===== src/rtl/pic_pkg.sv =====
// package for the pin status and function control block
// assumes a single 40 MHz processor clock domain
package pic_pkg;
  // global register slots
  localparam logic [4:0]  SLOT_WATCHDOG    = 5'h18;
  localparam logic [4:0]  SLOT_STATUS      = 5'h19;
  localparam logic [4:0]  SLOT_CONTROL     = 5'h1a;
  // status fields
  localparam int          ST_EVENT_BIT     = 8;
  localparam int          ST_MATCH_BIT     = 7;
  localparam int          ST_GPIO_LSB      = 4;
  localparam int          ST_IRQ_LSB       = 0;
  // control fields
  localparam int          CT_IRQ_OFF_LSB   = 28;
  localparam int          CT_IRQ_HIGH_LSB  = 24;
  localparam int          CT_TICK_OFF_BIT  = 23;
  localparam int          CT_RANK_LSB      = 20;
  localparam int          CT_DMA_BIT       = 17;
  localparam int          CT_EOV_BIT       = 16;
  localparam int          CT_MODE_LSB      = 12;
  localparam int          CT_MODE_HI_BIT   = 13;
  localparam int          CT_G3_DIR_BIT    = 10;
  localparam int          CT_G3_SENSE_BIT  = 9;
  localparam int          CT_G3_MASK_BIT   = 8;
  localparam int          CT_G2_DIR_BIT    = 6;
  localparam int          CT_G2_SENSE_BIT  = 5;
  localparam int          CT_G2_MASK_BIT   = 4;
  localparam int          CT_G1_DIR_BIT    = 2;
  localparam int          CT_G1_SENSE_BIT  = 1;
  localparam int          CT_G1_MASK_BIT   = 0;
  localparam logic [31:0] CT_RESET         = 32'hffff_ffff;
  localparam logic [15:0] WD_RESET         = 16'h0000;
  // pin 3 modes
  localparam logic [1:0]  MODE_STANDARD    = 2'b11;
  localparam logic [1:0]  MODE_WATCHDOG    = 2'b10;
  localparam logic [1:0]  MODE_CAPTURE     = 2'b01;
  localparam logic [1:0]  MODE_TICK_IRQ    = 2'b00;
  // timer irq priority levels by rank code 0..3
  localparam logic [3:0]  PRIO_RANK0       = 4'hc;
  localparam logic [3:0]  PRIO_RANK1       = 4'ha;
  localparam logic [3:0]  PRIO_RANK2       = 4'h8;
  localparam logic [3:0]  PRIO_RANK3       = 4'h6;
  localparam int          SYNC_STAGES      = 2;
endpackage : pic_pkg


===== src/rtl/pic_ctrl.sv =====
// pin level status, function control and pin 3 compare/capture logic
// assumes the core drives global register moves as one-cycle strobes
// and supplies its free running tick count; pins are asynchronous
//
// Behaviour
// - status register is read-only global slot 25; reserved bits read zero
// - reported levels are true pin levels, ignore polarity, 2..3 cycles late
// - status bits 6..4 show gpio pins 3..1 levels
// - status bits 3..0 show interrupt pins 4..1 levels
// - event flag sets in capture mode, gpio3 an input, when gpio3 level equals its sense
// - match flag sets on low 16-bit compare in tick-irq mode, or in capture mode unless gpio3 is an input with the event flag set
// - both flags clear on control bit 13 written one or watchdog write
// - control register is write-only global slot 26, never read back
// - reset forces every control bit to one
// - control bits 31..28 disable interrupt pins 4..1 when one
// - control bits 27..24 pick high (1) or low (0) active level
// - control bit 23 disables timer interrupt when one
// - bits 21..20 rank timer irq: 11=6, 10=8, 01=10, 00=12
// - gpio direction bit one means input, zero means driven output
// - control bit 17 one leaves dma unlocked, zero locks it out
// - control bit 16 one suppresses extended overflow exception
// - bits 13..12 select pin 3 mode: standard, watchdog, capture, tick-irq
// - watchdog compare uses bits 15..0 of slot 24; upper bits read zero
`timescale 1ns/10ps
`default_nettype none
module pic_ctrl #(
  parameter int TICK_W = 16
) (
  input  wire logic        clock,
  input  wire logic        rst,
  input  wire logic        clk_en,
  input  wire logic        reg_wr,
  input  wire logic        reg_rd,
  input  wire logic [4:0]  reg_slot,
  input  wire logic [31:0] reg_wdata,
  output logic      [31:0] reg_rdata,
  output logic             reg_hit,
  input  wire logic [TICK_W-1:0] free_running_tick_count,
  input  wire logic [3:0]  irq_pin_in,
  input  wire logic [2:0]  gpio_in,
  output logic      [2:0]  gpio_out,
  output logic      [2:0]  gpio_oe,
  output logic      [3:0]  irq_pin_req,
  output logic      [2:0]  gpio_irq_req,
  output logic             tick_irq_off,
  output logic      [3:0]  tick_irq_prio,
  output logic             dma_lockout,
  output logic             extended_overflow_exception_off,
  output logic             watchdog_reset_req
);
  import pic_pkg::*;

  typedef struct packed {
    logic [31:0] ctrl;
    logic [15:0] wdog;
    logic        event_flag;
    logic        match_flag;
    logic        toggle;
    logic        prev_match;
    logic [31:0] rdata;
    logic        hit;
    logic [2:0]  gout;
  } pic_ctrl_state_t;

  pic_ctrl_state_t s_q;
  pic_ctrl_state_t s_d;

  logic [6:0] lvl;
  logic [3:0] irq_lvl;
  logic [2:0] gpio_lvl;

  // pins cross in through two flops before any logic sees them
  pic_sync #(
    .WIDTH(7)
  ) u_sync (
    .clock    (clock),
    .rst      (rst),
    .clk_en   (clk_en),
    .async_in ({gpio_in, irq_pin_in}),
    .sync_out (lvl)
  );

  assign irq_lvl  = lvl[3:0];
  assign gpio_lvl = lvl[6:4];

  function automatic logic [3:0] rank_prio(input logic [1:0] rank);
    case (rank)
      2'b11:   rank_prio = PRIO_RANK3;
      2'b10:   rank_prio = PRIO_RANK2;
      2'b01:   rank_prio = PRIO_RANK1;
      default: rank_prio = PRIO_RANK0;
    endcase
  endfunction : rank_prio

  function automatic logic pin_active(input logic level, input logic high);
    pin_active = (level == high);
  endfunction : pin_active

  logic [1:0]  mode;
  logic        g3_dir;
  logic        g3_sense;
  logic        wr_ctrl;
  logic        wr_wdog;
  logic        clr_flags;
  logic        cmp_eq;
  logic        match_rise;
  logic        in_capture;
  logic        tick_mode;
  logic [31:0] status_word;

  always_comb begin
    mode       = s_q.ctrl[CT_MODE_LSB +: 2];
    g3_dir     = s_q.ctrl[CT_G3_DIR_BIT];
    g3_sense   = s_q.ctrl[CT_G3_SENSE_BIT];
    wr_ctrl    = reg_wr && (reg_slot == SLOT_CONTROL);
    wr_wdog    = reg_wr && (reg_slot == SLOT_WATCHDOG);
    // the clear comes from the written value, taking effect on the move
    clr_flags  = (wr_ctrl && reg_wdata[CT_MODE_HI_BIT]) || wr_wdog;
    cmp_eq     = (s_q.wdog == free_running_tick_count[15:0]);
    match_rise = cmp_eq && !s_q.prev_match;
    in_capture = (mode == MODE_CAPTURE);
    tick_mode  = (mode == MODE_TICK_IRQ);
    status_word = '0;
    status_word[ST_EVENT_BIT] = s_q.event_flag;
    status_word[ST_MATCH_BIT] = s_q.match_flag;
    status_word[ST_GPIO_LSB +: 3] = gpio_lvl;
    status_word[ST_IRQ_LSB +: 4]  = irq_lvl;
  end

  always_comb begin
    s_d = s_q;
    if (clk_en) begin
      s_d.prev_match = cmp_eq;
      s_d.hit        = reg_rd && ((reg_slot == SLOT_STATUS) || (reg_slot == SLOT_WATCHDOG));
      s_d.rdata      = '0;
      if (reg_rd && reg_slot == SLOT_STATUS) begin
        s_d.rdata = status_word;
      end else if (reg_rd && reg_slot == SLOT_WATCHDOG) begin
        s_d.rdata = {16'h0000, s_q.wdog};
      end
      // reserved bits are stored as written; software keeps them intact
      if (wr_ctrl) begin
        s_d.ctrl = reg_wdata;
      end
      if (wr_wdog) begin
        s_d.wdog = reg_wdata[15:0];
      end
      // event flag and capture of the tick count
      if (in_capture && g3_dir && !s_q.event_flag &&
          pin_active(gpio_lvl[2], g3_sense)) begin
        s_d.event_flag = 1'b1;
        if (!wr_wdog) begin
          s_d.wdog = free_running_tick_count[15:0];
        end
      end
      // match only before an event in capture input mode
      if ((in_capture && !(g3_dir && s_q.event_flag)) || tick_mode) begin
        if (cmp_eq) begin
          s_d.match_flag = 1'b1;
        end
      end
      if (in_capture && !g3_dir && match_rise) begin
        s_d.toggle = ~s_q.toggle;
      end
      if (clr_flags) begin
        s_d.event_flag = 1'b0;
        s_d.match_flag = 1'b0;
      end
      if (wr_ctrl && reg_wdata[CT_MODE_HI_BIT]) begin
        s_d.toggle = 1'b0;
      end
      // output level register per gpio
      s_d.gout[0] = s_q.ctrl[CT_G1_SENSE_BIT];
      s_d.gout[1] = s_q.ctrl[CT_G2_SENSE_BIT];
      s_d.gout[2] = (in_capture) ? (s_q.toggle != g3_sense) : g3_sense;
    end
  end

  always_ff @(posedge clock or posedge rst) begin
    if (rst) begin
      s_q.ctrl       <= CT_RESET;
      s_q.wdog       <= WD_RESET;
      s_q.event_flag <= 1'b0;
      s_q.match_flag <= 1'b0;
      s_q.toggle     <= 1'b0;
      s_q.prev_match <= 1'b0;
      s_q.rdata      <= '0;
      s_q.hit        <= 1'b0;
      s_q.gout       <= 3'b000;
    end else begin
      s_q <= s_d;
    end
  end

  logic [3:0] irq_req;
  logic [2:0] gpio_req;
  logic [2:0] gpio_mask;
  logic [2:0] gpio_sense;
  logic [2:0] gpio_dir;

  always_comb begin
    gpio_mask  = {s_q.ctrl[CT_G3_MASK_BIT], s_q.ctrl[CT_G2_MASK_BIT],
                  s_q.ctrl[CT_G1_MASK_BIT]};
    gpio_sense = {g3_sense, s_q.ctrl[CT_G2_SENSE_BIT], s_q.ctrl[CT_G1_SENSE_BIT]};
    gpio_dir   = {g3_dir, s_q.ctrl[CT_G2_DIR_BIT], s_q.ctrl[CT_G1_DIR_BIT]};
    for (int i = 0; i < 4; i++) begin
      // level sensitive: no latching, follows the synchronised pin
      irq_req[i] = !s_q.ctrl[CT_IRQ_OFF_LSB + i] &&
                   pin_active(irq_lvl[i], s_q.ctrl[CT_IRQ_HIGH_LSB + i]);
    end
    for (int j = 0; j < 3; j++) begin
      gpio_req[j] = gpio_dir[j] && !gpio_mask[j] &&
                    pin_active(gpio_lvl[j], gpio_sense[j]);
    end
    // pin 3 capture and tick-irq modes raise through flags
    if (in_capture) begin
      gpio_req[2] = !gpio_mask[2] && (s_q.event_flag || s_q.match_flag);
    end
    if (tick_mode && s_q.match_flag) begin
      gpio_req[2] = 1'b1; // regardless of mask in tick-irq mode
    end
  end

  assign irq_pin_req    = irq_req;
  assign gpio_irq_req   = gpio_req;
  assign gpio_oe        = ~gpio_dir;
  assign gpio_out       = s_q.gout;
  assign reg_rdata      = s_q.rdata;
  assign reg_hit        = s_q.hit;
  assign tick_irq_off   = s_q.ctrl[CT_TICK_OFF_BIT];
  assign tick_irq_prio  = rank_prio(s_q.ctrl[CT_RANK_LSB +: 2]);
  assign dma_lockout    = !s_q.ctrl[CT_DMA_BIT];
  assign extended_overflow_exception_off = s_q.ctrl[CT_EOV_BIT];
  assign watchdog_reset_req = (mode == MODE_WATCHDOG) && cmp_eq;
endmodule : pic_ctrl
`default_nettype wire


===== src/rtl/pic_sync.sv =====
// two-stage synchroniser bank for pin levels
// assumes inputs asynchronous to clock; clock enable freezes stages
`timescale 1ns/10ps
`default_nettype none
module pic_sync #(
  parameter int WIDTH = 7
) (
  input  wire logic             clock,
  input  wire logic             rst,
  input  wire logic             clk_en,
  input  wire logic [WIDTH-1:0] async_in,
  output logic      [WIDTH-1:0] sync_out
);
  import pic_pkg::*;

  typedef struct packed {
    logic [WIDTH-1:0] meta;
    logic [WIDTH-1:0] stable;
  } pic_sync_state_t;

  pic_sync_state_t s_q;
  pic_sync_state_t s_d;

  always_comb begin
    s_d = s_q;
    if (clk_en) begin
      // first stage feeds only the second
      s_d.meta   = async_in;
      s_d.stable = s_q.meta;
    end
  end

  always_ff @(posedge clock or posedge rst) begin
    if (rst) begin
      s_q <= '0;
    end else begin
      s_q <= s_d;
    end
  end

  assign sync_out = s_q.stable;
endmodule : pic_sync
`default_nettype wire


===== config.mk =====
export PLATFORM = sky130hd
export DESIGN_NAME = pic_ctrl
export DESIGN_NICKNAME = d
export VERILOG_FILES = /design/src/rtl/pic_pkg.sv /design/src/rtl/pic_ctrl.sv /design/src/rtl/pic_sync.sv
export SDC_FILE = /design/constraint.sdc
export NUM_CORES = 1
export LEC_CHECK = 0
export ABC_AREA = 1
export BUFFER_PORTS_ARGS = -buffer_cell sky130_fd_sc_hd__buf_4
export CORE_MARGIN = 5
export CORE_UTILIZATION = 47
export DETAILED_ROUTE_END_ITERATION = 10
export GPL_TIMING_DRIVEN = 0
export PLACE_DENSITY_LB_ADDON = 0.15
export REMOVE_ABC_BUFFERS = 1
export SLEW_MARGIN = 20
export SYNTH_ARGS = -nofsm -noshare
export SYNTH_HDL_FRONTEND = slang
export SYNTH_SLANG_ARGS = --single-unit

===== constraint.sdc =====
create_clock -name clock -period 2.1 [get_ports clock]
set_clock_uncertainty 0.2 [all_clocks]
set_input_delay 0.21 -clock clock [delete_from_list [all_inputs] [get_ports clock]]
set_output_delay 0.21 -clock clock [all_outputs]
set_load 0.1 [all_outputs]

==> results.cfg <==
[floorplan]
rows = 34
dieWidth_um = 104
die_area_um2 = 10800
fp.coreArea_um2 = 8680
die_h_um = 104
start_util_pct = 48.0
num_io_pins = 119

[timing]
fin_crit_sh_pct = 108
max_slew_margin_pct = 41.1
slew_violations = 0
finalCriticalPeriod_ns = 2.26
fin_tns_setup_ns = -0.163
rsz0062_at_grt = true
hold_violations = 0
fmax_mhz = 442
finalSetupViolations = 1
whs_ns = 0.0414
setup_ws_ns = -0.163
worst_pin_slew_ns = 0.880

[power]
power_frac_clock_pct = 21.6
p_leak_uw = 0.00289
p_switching_uw = 2260
p_seq_share_pct = 38.2
power.density_nw_per_um2 = 946
switching_share_pct = 42.6
p_int_uw = 3050
peakVddDrop_mv = 0.632
total_power_uw = 5300
comb_power_share_pct = 40.2

[routing]
drc = 0
drt-wirelength-per-cell_um = 14.3
ant_nets = 0
vias = 3692
wl_met1_um = 4720
first_pass_iters = 6
wl_met2_um = 5230
first_iter_violations = 209
vias_per_cell = 4.81
routed_wl_um = 11000
top_layer = met4
wl_met3_um = 816

[cts]
cts_buffer_depth = 2
cts_sinks = 78
clockRootBuffer = clkbuf_8
clk_pin_slew_ns = 0.09
clock_latency_ns = 0.35
cts_tree = yes
numCtsBuffers = 9
htree_levels = 3

[status]
violations = setup timing
status = finished, violations left

[yosys]
avgSynthCellArea_um2 = 7.98
yosys-top-cells-area = dfrtp_1 (32%), nand2_1 (15%), dfstp_2 (15%)
synth_top_area_share_pct = 32.4
ys_ff_latch = 78
yosys_warnings = 0
synth_cells = 522
syn_area_um2 = 4170
seq_area_frac_synth_pct = 47.6
synth.distinct_cells = 33
synth.largest_area_cell = dfrtp_1

[placement]
portBuffers = 98
place_inst = 692
place.gp.congestion = 0.808
dp_hpwl_um = 6830

[finish]
n_fill_cell = 754
n_antenna_cell = 0
final_common_cell = nand2_1
final-seq-area_um2 = 1980
multiInputGateArea_um2 = 1710
layout_common_cells = nand2_1 (166), buf_4 (114), dfrtp_1 (54)
drive_gt1_share_pct = 30.8
synthToLayoutAreaGrowth_pct = 34.5
final_cells = 768
fin_util_pct = 64.6
fin_nets = 724

[grt]
grt_max_degree = 48
grt_use_total_pct = 20.7
grt_pass1_wl_um = 18100
first_global_vias = 3666
grt.overflow.total = 0
antenna_found_initial = 0

[critical_path]
required_ns = 1.69
critPathLaunchType = flip-flop
end_kind = output pin
worst_ep_arrival_time_ns = 1.85
r2r_slack_ns = 0.01
cp_max_fo = 2
crit_type = flip-flop to output pin

[run]
drv_cap = 0

[hold_path]
min_path_type = input pin to flip-flop
layout make-up:
cell class | count | share of cell area [%]
multi-input cells | 343 | 30.6
repair buffers | 158 | 23.7
flip-flops and latches | 78 | 35.4
clock inverters | 7 | 1.34
well taps | 108 | 2.41
clock buffers | 9 | 2.21
inverters | 65 | 4.40
state kept, by name (all words and copies together) (netlist names):
register                         count
gpio_dir                             2
gpio_out                             3
g3_dir                               1
tick_irq_off                         1
extended_overflow_exception_off      1
gpio_sense                           2
reg_hit                              1
u_sync.s_q                           7
gpio_mask                            3
u_sync.sync_out                      7
g3_sense                             1
reg_rdata                           16
s_q                                 31
mode                                 2
final timing paths:
check	start	endpoint	cells after the start
worst min-delay path	free_running_tick_count[0]	s_q[40]	5
worst max register to register	s_q[44]	s_q[37]	16
worst min register to register	s_q[86]	s_q[86]	2
min in group asynchronous	rst	reg_rdata[14]	3
worst max-delay path	s_q[44]	watchdog_reset_req	9
max in group asynchronous	rst	gpio_mask[1]	4
timing repair:
action,4_1_cts,5_1_grt
pin swaps,7,13
endpoints found under the setup margin,25,30
hold buffers,40,0
hold endpoints to repair,72,0
cloned,1,0
buffers inserted,10,11
resized for setup,7,18
logic make-up after synthesis:
logic type      Yosys count  share of synthesized area [%]
fa+ha+maj                 4                           1.20
xor+xnor                 12                           2.52
compound gates           78                           11.3
buf+inv                 118                           14.3
other cells               1                         0.0900
simple gates            231                           22.9
flops                    78                           47.6
Yosys cell counts:
master    instances
a211oi_1          2
a21oi_1           7
a21oi_2          10
a31oi_1           1
buf_1             1
buf_2             6
buf_4            37
buf_6             1
clkbuf_1          8
conb_1            1
dfrtp_1          54
dfstp_2          24
ha_1              4
inv_1            60
inv_2             5
nand2_1         170
nand2_2           1
nand3_1          24
nand3_2           1
nand4_1           4
nand4_2           1
nor2_1           23
nor2_2            2
nor2_4            3
nor3_1            1
nor4_1            1
o211ai_1         11
o21ai_0          44
o21ai_2           1
o311ai_0          1
o31ai_1           1
xnor2_1           4
xor2_1            8
worst max-delay path, cell delays in order (launching register included):
cell	delay (ns)
dfrtp_1	0.38
inv_2	0.05
nand2_1	0.06
nand2_1	0.05
nor2_1	0.11
nand2_1	0.11
inv_2	0.08
nand2_4	0.06
nor4_4	0.33
buf_6	0.27
power groups by stage:
stage	Combinational, uW	Sequential [uW]	Clock (uW)
6_report	2130	2030	1150
5_1_grt	2300	2070	1230
4_1_cts	2040	2010	1160
3_5_place_dp	1880	2040	0
3_3_place_gp	1850	2020	0
2_1_floorplan	1340	2140	0
through the flow:
stage / instance area, um^2 / setup WS [ns]
CTS: 5490 / -0.0867
global placement: 4740 / -1.40
global route: 5600 / -0.264
detailed placement: 4780 / -0.696
floorplan: 3870 / -2.19
finish: 5600 / -0.163
routing by layer:
layer / vias to the layer above / global-route usage (%)
met5: - / 0
met4: 0 / 6.66
met3: 19 / 6.52
met2: 128 / 33.7
met1: 1693 / 26.2
li1: 1852 / -
(Power assumes the default switching activity.)
